<file path="src/usbcmd_pkg.sv">
// shared constants for the endpoint stall / setup / resume command block
package usbcmd_pkg;

  // ---------------------------------------------------------------
  // endpoint layout
  // ---------------------------------------------------------------
  localparam int unsigned NUM_EP = 6;
  localparam int unsigned EP_W = 3;
  localparam logic [EP_W-1:0] CTRL_OUT_EP = 3'h0;
  localparam logic [EP_W-1:0] CTRL_IN_EP = 3'h1;
  localparam int unsigned NUM_CTRL = 2;

  // ---------------------------------------------------------------
  // command codes
  // ---------------------------------------------------------------
  localparam logic [7:0] CMD_SEL_BASE = 8'h00;
  localparam logic [7:0] CMD_STATUS_BASE = 8'h40;
  localparam logic [7:0] CMD_ACK_SETUP = 8'hf1;
  localparam logic [7:0] CMD_CLEAR_BUF = 8'hf2;
  localparam logic [7:0] CMD_FRAME = 8'hf5;
  localparam logic [7:0] CMD_RESUME = 8'hf6;
  localparam logic [7:0] CMD_VALIDATE = 8'hfa;

  // ---------------------------------------------------------------
  // data byte fields
  // ---------------------------------------------------------------
  localparam int unsigned STATUS_STALL_BIT = 0;
  localparam int unsigned SEL_FULL_BIT = 0;
  localparam int unsigned SEL_STALL_BIT = 1;
  localparam int unsigned FRAME_W = 11;

  // ---------------------------------------------------------------
  // reset values
  // ---------------------------------------------------------------
  localparam logic [NUM_EP-1:0] RST_STALL = 6'h00;
  localparam logic [NUM_EP-1:0] RST_FULL = 6'h00;
  localparam logic [NUM_EP-1:0] RST_PID = 6'h00;
  localparam logic [NUM_CTRL-1:0] RST_ACK_PEND = 2'h0;

  // ---------------------------------------------------------------
  // timing
  // ---------------------------------------------------------------
  localparam int unsigned CLK_FREQ_KHZ = 200000;
  localparam int unsigned RESUME_TIME_MS = 10;
  localparam int unsigned RESUME_CYCLES = RESUME_TIME_MS * CLK_FREQ_KHZ;

endpackage

</file>
<file path="src/usbcmd_if.sv">
// command/data port between the microcontroller and the usb device
`timescale 1ns/100ps
interface usbcmd_if;
  logic wr;
  logic rd;
  logic a0;
  logic [7:0] wdata;
  logic [7:0] rdata;
  logic rvalid;

  // documented device end
  modport dev (
    input wr,
    input rd,
    input a0,
    input wdata,
    output rdata,
    output rvalid
  );

  // microcontroller end
  modport mcu (
    output wr,
    output rd,
    output a0,
    output wdata,
    input rdata,
    input rvalid
  );
endinterface

</file>
<file path="src/usbcmd_dev.sv">
// device end: command decoder, stall, setup interlock, resume, frame number
`timescale 1ns/100ps

// Contract
// (RQ1) 40h-45h status write; zero reinitialises endpoint
// (RQ2) stall bit set holds endpoint stalled
// (RQ3) setup token unstalls stalled control endpoint
// (RQ4) microcontroller may re-stall after setup
// (RQ5) leaving stall reinitialises and flushes buffer
// (RQ6) reinitialised out endpoint expects data0
// (RQ7) reinitialised in endpoint sends data0
// (RQ8) setup flushes control in buffer
// (RQ9) setup disables validate and clear commands
// (RQ10) f1h acknowledge re-enables validate and clear
// (RQ11) setup kept, nothing sent until acknowledged
// (RQ12) acknowledge issued for control in and out
// (RQ13) f6h drives upstream resume for 10 ms
// (RQ14) resume command has no data phase
// (RQ15) resume normally issued only while suspended
// (RQ16) f5h returns last good sof frame number
// (RQ17) frame read low byte then high byte
// (RQ18) 00h-05h select resets buffer pointer
// (RQ19) f2h clears out buffer full flag
// (RQ20) fah sets in buffer full flag
// (RQ21) command write then data bytes till next
module usbcmd_dev #(
  parameter int unsigned RESUME_CYC = usbcmd_pkg::RESUME_CYCLES
) (
  // clock and reset
  input wire logic core_clk_i,
  input wire logic rstn_i,
  // microcontroller port
  usbcmd_if.dev bus,
  // usb engine events
  input wire logic setup_rx_i,
  input wire logic [usbcmd_pkg::NUM_EP-1:0] pkt_ok_i,
  input wire logic sof_ok_i,
  input wire logic [usbcmd_pkg::FRAME_W-1:0] sof_frame_i,
  // endpoint state towards the usb engine
  output logic [usbcmd_pkg::NUM_EP-1:0] stall_o,
  output logic [usbcmd_pkg::NUM_EP-1:0] buf_full_o,
  output logic [usbcmd_pkg::NUM_EP-1:0] data_pid_o,
  output logic [usbcmd_pkg::NUM_EP-1:0] reinit_o,
  output logic [usbcmd_pkg::NUM_CTRL-1:0] ack_pend_o,
  output logic [usbcmd_pkg::EP_W-1:0] sel_ep_o,
  output logic ptr_rst_o,
  output logic resume_o
);
  import usbcmd_pkg::*;

  typedef enum logic [2:0] {
    ST_IDLE,
    ST_SELECT,
    ST_STATUS,
    ST_FRAME_LO,
    ST_FRAME_HI
  } usbcmd_state_t;

  // ---------------------------------------------------------------
  // decode helpers
  // ---------------------------------------------------------------
  // true when a code falls in the per-endpoint range above base
  function automatic logic in_ep_range(input logic [7:0] code,
                                       input logic [7:0] base);
    in_ep_range = (code >= base) &&
                  (code < base + 8'(NUM_EP));
  endfunction

  usbcmd_state_t state;
  logic [EP_W-1:0] tgt_ep;
  logic [FRAME_W-1:0] frame;
  logic [FRAME_W-1:0] frame_snap;
  logic [31:0] resume_cnt;
  logic cmd_wr;
  logic data_wr;
  logic data_rd;
  logic status_wr;
  logic sel_cmd;
  logic status_cmd;
  logic sel_is_ctrl;
  logic cmd_lock;
  logic ack_cmd;
  logic clear_cmd;
  logic validate_cmd;
  logic [NUM_EP-1:0] reinit_now;

  // a0 high marks the command phase, low the data phase
  assign cmd_wr = bus.wr && bus.a0; // RQ21
  assign data_wr = bus.wr && !bus.a0;
  assign data_rd = bus.rd && !bus.a0;
  assign sel_cmd = cmd_wr && in_ep_range(bus.wdata, CMD_SEL_BASE);
  assign status_cmd = cmd_wr && in_ep_range(bus.wdata, CMD_STATUS_BASE);
  assign status_wr = data_wr && (state == ST_STATUS); // RQ1
  assign sel_is_ctrl = (sel_ep_o == CTRL_OUT_EP) ||
                       (sel_ep_o == CTRL_IN_EP);
  // any outstanding acknowledge locks both control endpoints
  assign cmd_lock = |ack_pend_o; // RQ9
  assign ack_cmd = cmd_wr && (bus.wdata == CMD_ACK_SETUP);
  assign clear_cmd = cmd_wr && (bus.wdata == CMD_CLEAR_BUF) &&
                     !(cmd_lock && sel_is_ctrl); // RQ9
  assign validate_cmd = cmd_wr && (bus.wdata == CMD_VALIDATE) &&
                        !(cmd_lock && sel_is_ctrl); // RQ9

  // endpoints leaving stall, or written zero, are reinitialised
  always_comb begin
    reinit_now = '0;
    for (int i = 0; i < NUM_EP; i++) begin
      if (status_wr && (tgt_ep == EP_W'(i)) &&
          !bus.wdata[STATUS_STALL_BIT]) begin
        reinit_now[i] = 1'b1; // RQ1 RQ5
      end
      if (setup_rx_i && (i < NUM_CTRL) && stall_o[i]) begin
        reinit_now[i] = 1'b1; // RQ3 RQ5
      end
    end
  end

  // ---------------------------------------------------------------
  // command phase tracking
  // ---------------------------------------------------------------
  // each command write restarts decoding of the data phase
  always_ff @(posedge core_clk_i or negedge rstn_i) begin
    if (!rstn_i) begin
      state <= ST_IDLE;
      tgt_ep <= '0;
    end else if (cmd_wr) begin
      tgt_ep <= bus.wdata[EP_W-1:0];
      if (sel_cmd) begin
        state <= ST_SELECT;
      end else if (status_cmd) begin
        state <= ST_STATUS;
      end else if (bus.wdata == CMD_FRAME) begin
        state <= ST_FRAME_LO; // RQ17
      end else begin
        state <= ST_IDLE; // RQ14
      end
    end else if (status_wr) begin
      state <= ST_IDLE;
    end else if (data_rd) begin
      unique case (state)
        ST_SELECT: state <= ST_IDLE;
        ST_FRAME_LO: state <= ST_FRAME_HI; // RQ17
        ST_FRAME_HI: state <= ST_IDLE;
        ST_IDLE: state <= ST_IDLE;
        ST_STATUS: state <= ST_STATUS;
      endcase
    end
  end

  // ---------------------------------------------------------------
  // endpoint selection and buffer pointer
  // ---------------------------------------------------------------
  always_ff @(posedge core_clk_i or negedge rstn_i) begin
    if (!rstn_i) begin
      sel_ep_o <= CTRL_OUT_EP;
      ptr_rst_o <= 1'b0;
    end else begin
      ptr_rst_o <= sel_cmd; // RQ18
      if (sel_cmd) begin
        sel_ep_o <= bus.wdata[EP_W-1:0]; // RQ18
      end
    end
  end

  // ---------------------------------------------------------------
  // stall flags
  // ---------------------------------------------------------------
  // a setup in the same cycle as a re-stall write wins; software
  // re-stalls after it has seen the setup
  always_ff @(posedge core_clk_i or negedge rstn_i) begin
    if (!rstn_i) begin
      stall_o <= RST_STALL;
    end else begin
      for (int i = 0; i < NUM_EP; i++) begin
        if (setup_rx_i && (i < NUM_CTRL)) begin
          stall_o[i] <= 1'b0; // RQ3
        end else if (status_wr && (tgt_ep == EP_W'(i))) begin
          stall_o[i] <= bus.wdata[STATUS_STALL_BIT]; // RQ2 RQ4
        end
      end
    end
  end

  // ---------------------------------------------------------------
  // buffer full flags
  // ---------------------------------------------------------------
  // even indices are out buffers, odd are in buffers; a set always
  // beats a clear so a packet arriving with a flush is kept
  always_ff @(posedge core_clk_i or negedge rstn_i) begin
    if (!rstn_i) begin
      buf_full_o <= RST_FULL;
    end else begin
      for (int i = 0; i < NUM_EP; i++) begin
        if ((pkt_ok_i[i] && (i % 2 == 0)) ||
            (setup_rx_i && (i == CTRL_OUT_EP)) || // RQ11
            (validate_cmd && (sel_ep_o == EP_W'(i)) && (i % 2 == 1))) begin
          buf_full_o[i] <= 1'b1; // RQ20
        end else if (reinit_now[i] ||
                     (setup_rx_i && (i == CTRL_IN_EP)) ||
                     (pkt_ok_i[i] && (i % 2 == 1)) ||
                     (clear_cmd && (sel_ep_o == EP_W'(i)))) begin
          buf_full_o[i] <= 1'b0; // RQ5 RQ8 RQ19
        end
      end
    end
  end

  // ---------------------------------------------------------------
  // data pid toggles and reinit pulse
  // ---------------------------------------------------------------
  always_ff @(posedge core_clk_i or negedge rstn_i) begin
    if (!rstn_i) begin
      data_pid_o <= RST_PID;
      reinit_o <= '0;
    end else begin
      reinit_o <= reinit_now; // RQ5
      for (int i = 0; i < NUM_EP; i++) begin
        if (reinit_now[i]) begin
          data_pid_o[i] <= 1'b0; // RQ6 RQ7
        end else if (pkt_ok_i[i]) begin
          data_pid_o[i] <= ~data_pid_o[i];
        end
      end
    end
  end

  // ---------------------------------------------------------------
  // setup acknowledge interlock
  // ---------------------------------------------------------------
  // one pending bit per control direction; the engine must send no
  // packet to the host while either bit stands
  always_ff @(posedge core_clk_i or negedge rstn_i) begin
    if (!rstn_i) begin
      ack_pend_o <= RST_ACK_PEND;
    end else begin
      for (int i = 0; i < NUM_CTRL; i++) begin
        if (setup_rx_i) begin
          ack_pend_o[i] <= 1'b1; // RQ9 RQ11
        end else if (ack_cmd && (sel_ep_o == EP_W'(i))) begin
          ack_pend_o[i] <= 1'b0; // RQ10 RQ12
        end
      end
    end
  end

  // ---------------------------------------------------------------
  // upstream resume timer
  // ---------------------------------------------------------------
  // a new resume command restarts the full period
  always_ff @(posedge core_clk_i or negedge rstn_i) begin
    if (!rstn_i) begin
      resume_cnt <= '0;
      resume_o <= 1'b0;
    end else if (cmd_wr && (bus.wdata == CMD_RESUME)) begin
      resume_cnt <= 32'(RESUME_CYC - 1); // RQ13
      resume_o <= 1'b1;
    end else if (resume_cnt != '0) begin
      resume_cnt <= resume_cnt - 32'h1;
    end else begin
      resume_o <= 1'b0;
    end
  end

  // ---------------------------------------------------------------
  // frame number
  // ---------------------------------------------------------------
  // snapshot at the command so the two bytes always belong together
  always_ff @(posedge core_clk_i or negedge rstn_i) begin
    if (!rstn_i) begin
      frame <= '0;
      frame_snap <= '0;
    end else begin
      if (sof_ok_i) begin
        frame <= sof_frame_i; // RQ16
      end
      if (cmd_wr && (bus.wdata == CMD_FRAME)) begin
        frame_snap <= frame; // RQ16
      end
    end
  end

  // ---------------------------------------------------------------
  // read data
  // ---------------------------------------------------------------
  // reads outside a readable data phase answer zero
  always_ff @(posedge core_clk_i or negedge rstn_i) begin
    if (!rstn_i) begin
      bus.rdata <= 8'h00;
      bus.rvalid <= 1'b0;
    end else begin
      bus.rvalid <= data_rd;
      if (data_rd) begin
        unique case (state)
          ST_SELECT: begin
            bus.rdata <= 8'h00;
            bus.rdata[SEL_FULL_BIT] <= buf_full_o[sel_ep_o];
            bus.rdata[SEL_STALL_BIT] <= stall_o[sel_ep_o];
          end
          ST_FRAME_LO: bus.rdata <= frame_snap[7:0]; // RQ17
          ST_FRAME_HI: bus.rdata <= 8'({frame_snap[FRAME_W-1:8]});
          ST_IDLE: bus.rdata <= 8'h00;
          ST_STATUS: bus.rdata <= 8'h00;
        endcase
      end
    end
  end

endmodule

</file>
<file path="src/flat_wrapper.sv">
// flat-port wrapper written by rule: the top's interface ports become plain ports
module usbcmd_dev_flat import usbcmd_pkg::*;
#(
  parameter int unsigned RESUME_CYC = usbcmd_pkg::RESUME_CYCLES
)
  (core_clk_i, rstn_i, setup_rx_i, pkt_ok_i, sof_ok_i, sof_frame_i, stall_o, buf_full_o, data_pid_o, reinit_o, ack_pend_o, sel_ep_o, ptr_rst_o, resume_o, bus_wr, bus_rd, bus_a0, bus_wdata, bus_rdata, bus_rvalid);
  usbcmd_if bus_i ();
  input wire logic core_clk_i;
  input wire logic rstn_i;
  input wire logic setup_rx_i;
  input wire logic [usbcmd_pkg::NUM_EP-1:0] pkt_ok_i;
  input wire logic sof_ok_i;
  input wire logic [usbcmd_pkg::FRAME_W-1:0] sof_frame_i;
  output logic [usbcmd_pkg::NUM_EP-1:0] stall_o;
  output logic [usbcmd_pkg::NUM_EP-1:0] buf_full_o;
  output logic [usbcmd_pkg::NUM_EP-1:0] data_pid_o;
  output logic [usbcmd_pkg::NUM_EP-1:0] reinit_o;
  output logic [usbcmd_pkg::NUM_CTRL-1:0] ack_pend_o;
  output logic [usbcmd_pkg::EP_W-1:0] sel_ep_o;
  output logic ptr_rst_o;
  output logic resume_o;
  input wire logic [$bits(bus_i.wr)-1:0] bus_wr;
  input wire logic [$bits(bus_i.rd)-1:0] bus_rd;
  input wire logic [$bits(bus_i.a0)-1:0] bus_a0;
  input wire logic [$bits(bus_i.wdata)-1:0] bus_wdata;
  output wire logic [$bits(bus_i.rdata)-1:0] bus_rdata;
  output wire logic [$bits(bus_i.rvalid)-1:0] bus_rvalid;
  assign bus_i.wr = bus_wr;
  assign bus_i.rd = bus_rd;
  assign bus_i.a0 = bus_a0;
  assign bus_i.wdata = bus_wdata;
  assign bus_rdata = bus_i.rdata;
  assign bus_rvalid = bus_i.rvalid;
  usbcmd_dev #(.RESUME_CYC(RESUME_CYC)) u_core (.core_clk_i(core_clk_i), .rstn_i(rstn_i), .bus(bus_i), .setup_rx_i(setup_rx_i), .pkt_ok_i(pkt_ok_i), .sof_ok_i(sof_ok_i), .sof_frame_i(sof_frame_i), .stall_o(stall_o), .buf_full_o(buf_full_o), .data_pid_o(data_pid_o), .reinit_o(reinit_o), .ack_pend_o(ack_pend_o), .sel_ep_o(sel_ep_o), .ptr_rst_o(ptr_rst_o), .resume_o(resume_o));
endmodule
</file>
<file path="config.mk">
export PLATFORM = sky130hd
export DESIGN_NAME = usbcmd_dev_flat
export DESIGN_NICKNAME = d
export VERILOG_FILES = /design/src/usbcmd_pkg.sv /design/src/usbcmd_if.sv /design/src/usbcmd_dev.sv /design/src/flat_wrapper.sv
export SDC_FILE = /design/constraint.sdc
export NUM_CORES = 1
export LEC_CHECK = 0
export ABC_AREA = 1
export BUFFER_PORTS_ARGS = -buffer_cell sky130_fd_sc_hd__buf_2
export CAP_MARGIN = 20
export CORE_ASPECT_RATIO = 1.75
export CORE_MARGIN = 10
export CORE_UTILIZATION = 29
export DETAILED_ROUTE_END_ITERATION = 10
export GPL_ROUTABILITY_DRIVEN = 1
export PLACE_DENSITY = 0.44
export SYNTH_ARGS = -nofsm -noshare
export SYNTH_HDL_FRONTEND = slang
export SYNTH_SLANG_ARGS = --single-unit
export TNS_END_PERCENT = 50
</file>
<file path="constraint.sdc">
create_clock -name core_clk_i -period 4.5 [get_ports core_clk_i]
set_input_delay 0.225 -clock core_clk_i [delete_from_list [all_inputs] [get_ports core_clk_i]]
set_output_delay 0.225 -clock core_clk_i [all_outputs]
set_load 0.05 [all_outputs]
</file>
==> metrics.md, run 1 <==
| Metric | Value |
|---|---|
| GR met3 Demand/Resource | `about 3.0%` |
| Synth Area in XOR/XNOR | `under 10%` |
| Synth Area in Compound Gates | `roughly 7.0%` |
| Tcrit/Tclk final | `between 40 and 50%` |
| Met1 usage | `14.0%` |
| TritonCTS clock tree | `done` |
| Setup tns final | `0 ns` |
| Adder-cell share of the synthesized area | `less than 1%` |
| RSZ-0062 raised after global routing | `no` |
| Worst-Margin Slew | `0.773 ns` |
| Commonest non-fill, non-tap cells in the layout | `183 x nand2_1, 124 x nor2_1, 100 x dfrtp_1` |
| Leak pwr | `roughly 3.0 nW` |
| Hold Fails Final Rpt | `0` |
| Core Region | `0.0170 mm2` |
| R2R cell count | `9` |
| Post_cts resized | `0` |
| Mux share of post-synthesis cell area | `0%` |
| Die X | `between 100 and 150 um` |
| Register area share after synthesis | `49.5%` |
| Starting Density | `slightly below 30%` |
| Fmax achieved | `a little over 0.5 GHz` |
| ANT nets after route | `0` |
| Area of the die | `between 0.02 and 0.025 mm2` |
| CP Max Fanout | `20` |
| GR peak layer | `met2` |
| Vias per cell | `around 4.5` |
| Setup violators final | `0` |
| Share of layout cells above drive strength 1 | `about 14%` |
| GRT overflow | `0` |
| GRT Total Usage | `roughly 13%` |
| Hold Crit Depth | `3` |
| WL final | `14700 um` |
| Diode count | `0` |
| Wire per inst | `~15 um` |
| WS Path Type | `flip-flop to flip-flop` |
| Sink Count | `100` |
| Post-route design area | `approximately 0.0060 mm2` |
| Met2 Resource Use GR | `~23%` |
| Most common cell after layout, fill and taps aside | `nand2_1` |
| Avg Cell Area, Syn | `around 7.5 um2` |
| Post-synth EDFFs | `0` |
| Number of buffers added for setup after CTS | `0` |
| Largest net degree at the start of global routing | `53` |
| Ys flop type | `dfrtp_1` |
| P&R area growth vs syn | `17.7%` |
| Sink of the worst hold path | `u_core.frame[2]` |
| Post-synth cell types | `36` |
| Worst R2R Start | `u_core.resume_cnt[0]` |
| Async S/R FF share, synth | `100%` |
| Total of max-cap violations | `0` |
| Row cnt | `63` |
| IO Count | `72` |
| Flop-to-flop setup slack | `around 2.5 ns` |
| PortBufs | `71` |
| Critical Path Start Type | `flip-flop` |
| Worst EP arrival | `approximately 2.2 ns` |
| Clk Latency, worst-skew pair | `approximately 0.36 ns` |
| CTS HTree Levels | `3` |
| Synth Area in Simple Gates | `about a third` |
| HPWL after detailed placement | `11500 um` |
| First drt pass iteration count | `5` |
| RR Endpoint | `u_core.resume_cnt[28]` |
| Maximum clock path buffer count | `2` |
| Slew HR | `48.3%` |
| Hold_buf cts | `1` |
| Initial antenna violation count | `0` |
| First-pass GRT wire length | `approximately 24000 um` |
| Final nets | `approximately 780` |
| Number of global-route vias before repair | `around 4600` |
| Peak VDD IR | `around 0.19 mV` |
| Required time of the critical path | `about 4.7 ns` |
| Clk pin slew, worst setup/hold paths | `0.08 ns` |
| Mapped cell area | `between 0.005 and 0.006 mm2` |
| Syn nets | `between 700 and 800` |
| Post-DP Area | `roughly 0.0057 mm2` |
| Clock root buffer | `clkbuf_16` |
| Hold WC Path Type | `input pin to flip-flop` |
| Synthesized flop and latch total | `100` |
| CTS buffer count | `9` |
| Max-slew violations | `0` |
| Initial drt markers | `about 260` |
| Via count | `4430` |
| Gp weighted congestion | `just under 0.9` |
| Power per cell area | `between 400 and 500 mW/mm2` |
| Status | `completed` |
| Hold path startpoint | `sof_frame_i[2]` |
| Mapped Cells | `roughly 670` |
| Yosys warns | `0` |
| Post-layout min period | `1.98 ns` |
| Post-route DRC | `0` |
| Die Ht | `approximately 190 um` |
| CP endpoint kind | `flip-flop` |
| Setup Skew | `~0.011 ns` |
| Main combinational cell family by area after synthesis | `simple AND/OR/NAND/NOR gates` |
-- layout make-up --
cell class,instances,area (um2)
flip-flops and latches,100,2500
repair buffers,73,375
multi-input cells,482,2190
well taps,227,284
inverters,83,314
clock inverters,7,65.1
fillers,1874,11100
clock buffers,9,225
-- critical path, cell delays in order (launching register included) --
cell	delay [ns]
dfrtp_1	0.39
inv_1	0.13
ha_1	0.31
nand2_1	0.16
nor2_1	0.15
nand2_2	0.08
nor2_4	0.17
nand2_4	0.12
inv_4	0.24
nor2_1	0.08
-- cells by family (layout without fill, tap and decap cells) --
family                     count (synthesis)  in the layout
DFF                                      100            100
buffers and inverters                     92            172
AOI/OAI and AO/OA                         64             64
xor gates and xnor gates                  11             11
and+or+nand+nor                          406            406
adders and majority gates                  1              1
-- per-stage QoR --
step | hold WS, ns | instances | setup WS [ns] | total power, W | utilization (%)
5_1_grt | 0.0780 | 981 | 2.33 | 0.00281 | 35.0
2_1_floorplan | -0.0706 | 674 | 2.87 | 0.00166 | -
3_3_place_gp | 0.301 | 964 | 2.49 | 0.00189 | 33.2
6_report | 0.0715 | 981 | 2.52 | 0.00264 | 35.0
3_5_place_dp | 0.310 | 964 | 2.43 | 0.00189 | 33.2
4_1_cts | 0.0604 | 981 | 2.49 | 0.00268 | 35.0
-- state kept, by name, summed over array words and instances (netlist names) --
signal / count
u_core.ack_pend_o: 2
u_core.buf_full_o: 6
u_core.bus.rdata: 8
u_core.bus.rvalid: 1
u_core.data_pid_o: 6
u_core.frame: 11
u_core.frame_snap: 11
u_core.ptr_rst_o: 1
u_core.reinit_o: 6
u_core.resume_cnt: 32
u_core.resume_o: 1
u_core.sel_ep_o: 3
u_core.stall_o: 6
u_core.state: 3
u_core.tgt_ep: 3
-- routing by layer --
layer  vias up  wire length, um  part of all wire [%]
met3        20              670                   4.6
met5         -                0                     0
met1      2046             5750                    39
met4         0              349                   2.4
li1       2273                -                     -
met2        91             7940                    54
-- report_power, final --
part	total (W)	switching, W	internal [W]
sequential	0.00115	0.000123	0.00103
combinational	0.000713	0.000515	0.000198
clock	0.000778	0.000388	0.000390
-- how the worst max path moves through the flow --
stage	from	end	slack, ns	depth (start not counted)
3_3_place_gp	bus_wr	u_core.resume_cnt[26]	2.49	7
2_1_floorplan	u_core.resume_cnt[0]	u_core.resume_cnt[28]	2.87	10
4_1_cts	u_core.resume_cnt[0]	u_core.resume_cnt[28]	2.49	9
5_1_grt	u_core.resume_cnt[0]	u_core.resume_cnt[9]	2.33	9
6_report	u_core.resume_cnt[0]	u_core.resume_cnt[28]	2.52	9
3_5_place_dp	bus_wr	u_core.resume_cnt[28]	2.43	7
-- cell usage after synthesis, types with 2 or more instances --
cell type | count | share of area, %
xnor2_1 | 3 | 0.52
nand3b_1 | 3 | 0.45
dfrtp_1 | 100 | 49
nor3b_1 | 4 | 0.59
buf_6 | 2 | 0.45
a22oi_1 | 2 | 0.30
nand3_1 | 58 | 5.7
buf_2 | 4 | 0.40
o21ai_0 | 40 | 4.0
nor2_4 | 2 | 0.45
o21bai_1 | 6 | 0.89
nor2_1 | 124 | 9.2
nor2_2 | 6 | 0.74
a21oi_1 | 12 | 1.2
nor3_1 | 4 | 0.40
nand2_1 | 183 | 14
nand4_1 | 13 | 1.6
xor2_1 | 8 | 1.4
clkbuf_1 | 3 | 0.22
inv_1 | 80 | 5.9
or2_2 | 2 | 0.25
Note: power is estimated with default switching activity, not from simulation.
==> run 2, diff against run 1 <==
Settings changed: PLACE_DENSITY 0.44 to 0.46.
Clock period 4.5 ns to 1.75 ns, I/O delays scaled along.
==> run 2 against run 1 <==
  * Worst hold slack worse by 0.057 ns
  * Utilization grew 2.6 points
  * Sequential power rose to 2.6 times the previous value
  * Clock power rose to 2.5 times the previous value
  * Setup slack worse by 2.4 ns
  * Combinational power rose to 2.7 times the previous value
  * Global-route usage up 0.41 points
  * Register-to-register slack got worse by 2.4 ns
  * Die area is the same
  * Critical path type unchanged
  * Highest routed layer unchanged
==> metrics.md, run 2 (same netlist as run 1, synthesis figures left out) <==
| Metric | Value |
|---|---|
| Most frequent CP cell | `nor2_1 (unchanged)` |
| Initial antenna violation count | `0 (unchanged)` |
| CP endpoint kind | `flip-flop (unchanged)` |
| Leak pwr | `3.27 nW (was 3.04 nW)` |
| Core Region | `0.0170 mm2 (unchanged)` |
| Largest regs | `u_core.resume_cnt x32, u_core.frame x11, u_core.frame_snap x11 (unchanged)` |
| RSZ-0062 raised after global routing | `yes (was no)` |
| IO Count | `72 (unchanged)` |
| Critical Path Start Type | `flip-flop (unchanged)` |
| Number of buffers added for setup after CTS | `0 (unchanged)` |
| PortBufs | `71 (unchanged)` |
| Wire per inst | `14.8 um (was 15.0 um)` |
| Setup Skew | `0.0130 ns (was 0.0106 ns)` |
| Max-slew violations | `0 (unchanged)` |
| Slew HR | `63.6% (was 48.3%)` |
| Power per cell area | `1070 mW/mm2 (was 444 mW/mm2)` |
| CP Max Fanout | `20 (unchanged)` |
| CTS HTree Levels | `3 (unchanged)` |
| Via count | `4654 (was 4430)` |
| Setup violators final | `0 (unchanged)` |
| Hold Slack | `0.0141 ns (was 0.0715 ns)` |
| Diode count | `0 (unchanged)` |
| Total of max-cap violations | `0 (unchanged)` |
| Die Ht | `195 um (unchanged)` |
| Number of global-route vias before repair | `4851 (was 4607)` |
| PnR worst setup slack | `0.141 ns (was 2.52 ns)` |
| Row cnt | `63 (unchanged)` |
| Maximum clock path buffer count | `2 (unchanged)` |
| Tcrit/Tclk final | `91.9% (was 43.9%)` |
| Crit-path max cell delay | `0.40 ns (was 0.39 ns)` |
| Hold Fails Final Rpt | `0 (unchanged)` |
| Status | `completed (unchanged)` |
| ANT nets after route | `0 (unchanged)` |
| Area of the die | `0.0233 mm2 (unchanged)` |
| Peak VDD IR | `0.723 mV (was 0.193 mV)` |
| Critical path's top delay family | `simple AND/OR/NAND/NOR gates (unchanged)` |
| Vias per cell | `4.53 (was 4.52)` |
| Clock root buffer | `clkbuf_16 (unchanged)` |
| Worst-Margin Slew | `0.545 ns (was 0.773 ns)` |
| Pre-CTS setup slack | `-0.0265 ns (was 2.43 ns)` |
| Share of layout cells above drive strength 1 | `17.8% (was 13.9%)` |
| HPWL after detailed placement | `11900 um (was 11500 um)` |
| Hold WC Path Type | `input pin to flip-flop (unchanged)` |
| TritonCTS clock tree | `done (unchanged)` |
| First-pass GRT wire length | `24800 um (was 24100 um)` |
| Post-route DRC | `0 (unchanged)` |
| Fmax achieved | `0.622 GHz (was 0.506 GHz)` |
| Largest Register | `u_core.resume_cnt (unchanged)` |
| Critical path cell sequence | `inv_1, ha_2, nand2_1, nor2_1, nand2_2, nor2_4, nand2_4, clkinv_8, nor2_1 (was inv_1, ha_1, nand2_1, nor2_1, nand2_2, nor2_4, nand2_4, inv_4, nor2_1)` |
| Gp weighted congestion | `0.854 (was 0.888)` |
| Slowest CP cell | `dfrtp_1 (unchanged)` |
| Final nets | `828 (was 782)` |
| Starting Density | `29.7% (unchanged)` |
| GRT overflow | `0 (unchanged)` |
| Initial drt markers | `149 (was 255)` |
| Clk pin slew, worst setup/hold paths | `0.08 ns (about the same)` |
| GRT Total Usage | `13.3% (was 12.9%)` |
| Required time of the critical path | `1.99 ns (was 4.73 ns)` |
| Largest net degree at the start of global routing | `36 (was 53)` |
| First drt pass iteration count | `4 (was 5)` |
| Post-layout min period | `1.61 ns (was 1.98 ns)` |
| CTS buffer count | `9 (unchanged)` |
| Sink Count | `100 (unchanged)` |
| Most common cell after layout, fill and taps aside | `nand2_1 (unchanged)` |
| P&R area growth vs syn | `26.6% (was 17.7%)` |
| CP Buf/Inv Count | `2 (unchanged)` |
| Clk Latency, worst-skew pair | `0.36 ns (about the same)` |
| Commonest non-fill, non-tap cells in the layout | `183 x nand2_1, 118 x nor2_1, 100 x dfrtp_1 (was 183 x nand2_1, 124 x nor2_1, 100 x dfrtp_1)` |
| Die X | `120 um (unchanged)` |
| Worst EP arrival | `1.85 ns (was 2.21 ns)` |
| Max reg flops | `32 (unchanged)` |
| WL final | `15200 um (was 14700 um)` |
| WS Path Type | `flip-flop to flip-flop (unchanged)` |
[run 2: cell count changes in the layout (fill, tap and decap cells not counted), sizes merged]
| cell | before | now |
|---|---|---|
| dlygate4sd3 | 1 | 18 |
| clkinv | 3 | 4 |
| inv | 86 | 85 |
| buf | 72 | 101 |
[run 2: worst reg2reg max path: stages (launching register included)]
cell	delay, ns
dfrtp_1	0.40
inv_1	0.09
ha_2	0.18
nand2_1	0.12
nor2_1	0.15
nand2_2	0.08
nor2_4	0.14
nand2_4	0.13
clkinv_8	0.14
nor2_1	0.07
[run 2: cell type report]
class,instances,area (um2)
inverters,83,324
repair buffers,119,788
flip-flops and latches,100,2500
clock buffers,9,225
fillers,1835,10600
multi-input cells,482,2220
well taps,227,284
clock inverters,7,56.3
[run 2: report_power, final]
part / total (W) / switching [W] / internal, W
registers: 0.00297 / 0.000323 / 0.00265
logic: 0.00190 / 0.00133 / 0.000571
clock network: 0.00195 / 0.000968 / 0.000987
total: 0.00683 / 0.00262 / 0.00421
[run 2: worst paths after layout]
path / start / to / slack, ns / cells past startpoint
setup / recovery: u_core.resume_cnt[0] / u_core.resume_cnt[27] / 0.14 / 9
hold / removal: pkt_ok_i[5] / u_core.data_pid_o[5] / 0.01 / 4
setup reg to reg: u_core.resume_cnt[0] / u_core.resume_cnt[27] / 0.14 / 9
hold reg to reg: u_core.bus.rdata[3] / u_core.bus.rdata[3] / 0.49 / 2
max in group asynchronous: rstn_i / u_core.resume_cnt[3] / 0.90 / 3
min in group asynchronous: rstn_i / u_core.resume_cnt[13] / 0.26 / 2
[run 2: what timing repair did]
item	4_1_cts	5_1_grt
endpoints found under the hold margin	48	0
hold buffers	18	0
gates resized for setup	1	12
setup endpoints to repair	20	26
pin swaps	0	2
[run 2: layer usage]
layer	up-vias	GRT usage (%)	share of wire [%]
li1	2362	-	-
met4	0	5.46	3.0
met1	2192	14.2	39
met3	18	3.11	4.0
met5	-	0	0
met2	82	24.1	54
[run 2: through the flow]
step           instances  instance area, um2  total power (W)  setup TNS (ns)  util, %
6_report            1027                6400          0.00683               0     37.6
5_1_grt             1027                6400          0.00723         -0.0655     37.6
4_1_cts             1027                6360          0.00690               0     37.4
3_5_place_dp         993                5900          0.00488          -0.124     34.6
3_3_place_gp         993                5900          0.00487               0     34.6
2_1_floorplan        674                5060          0.00427               0        -
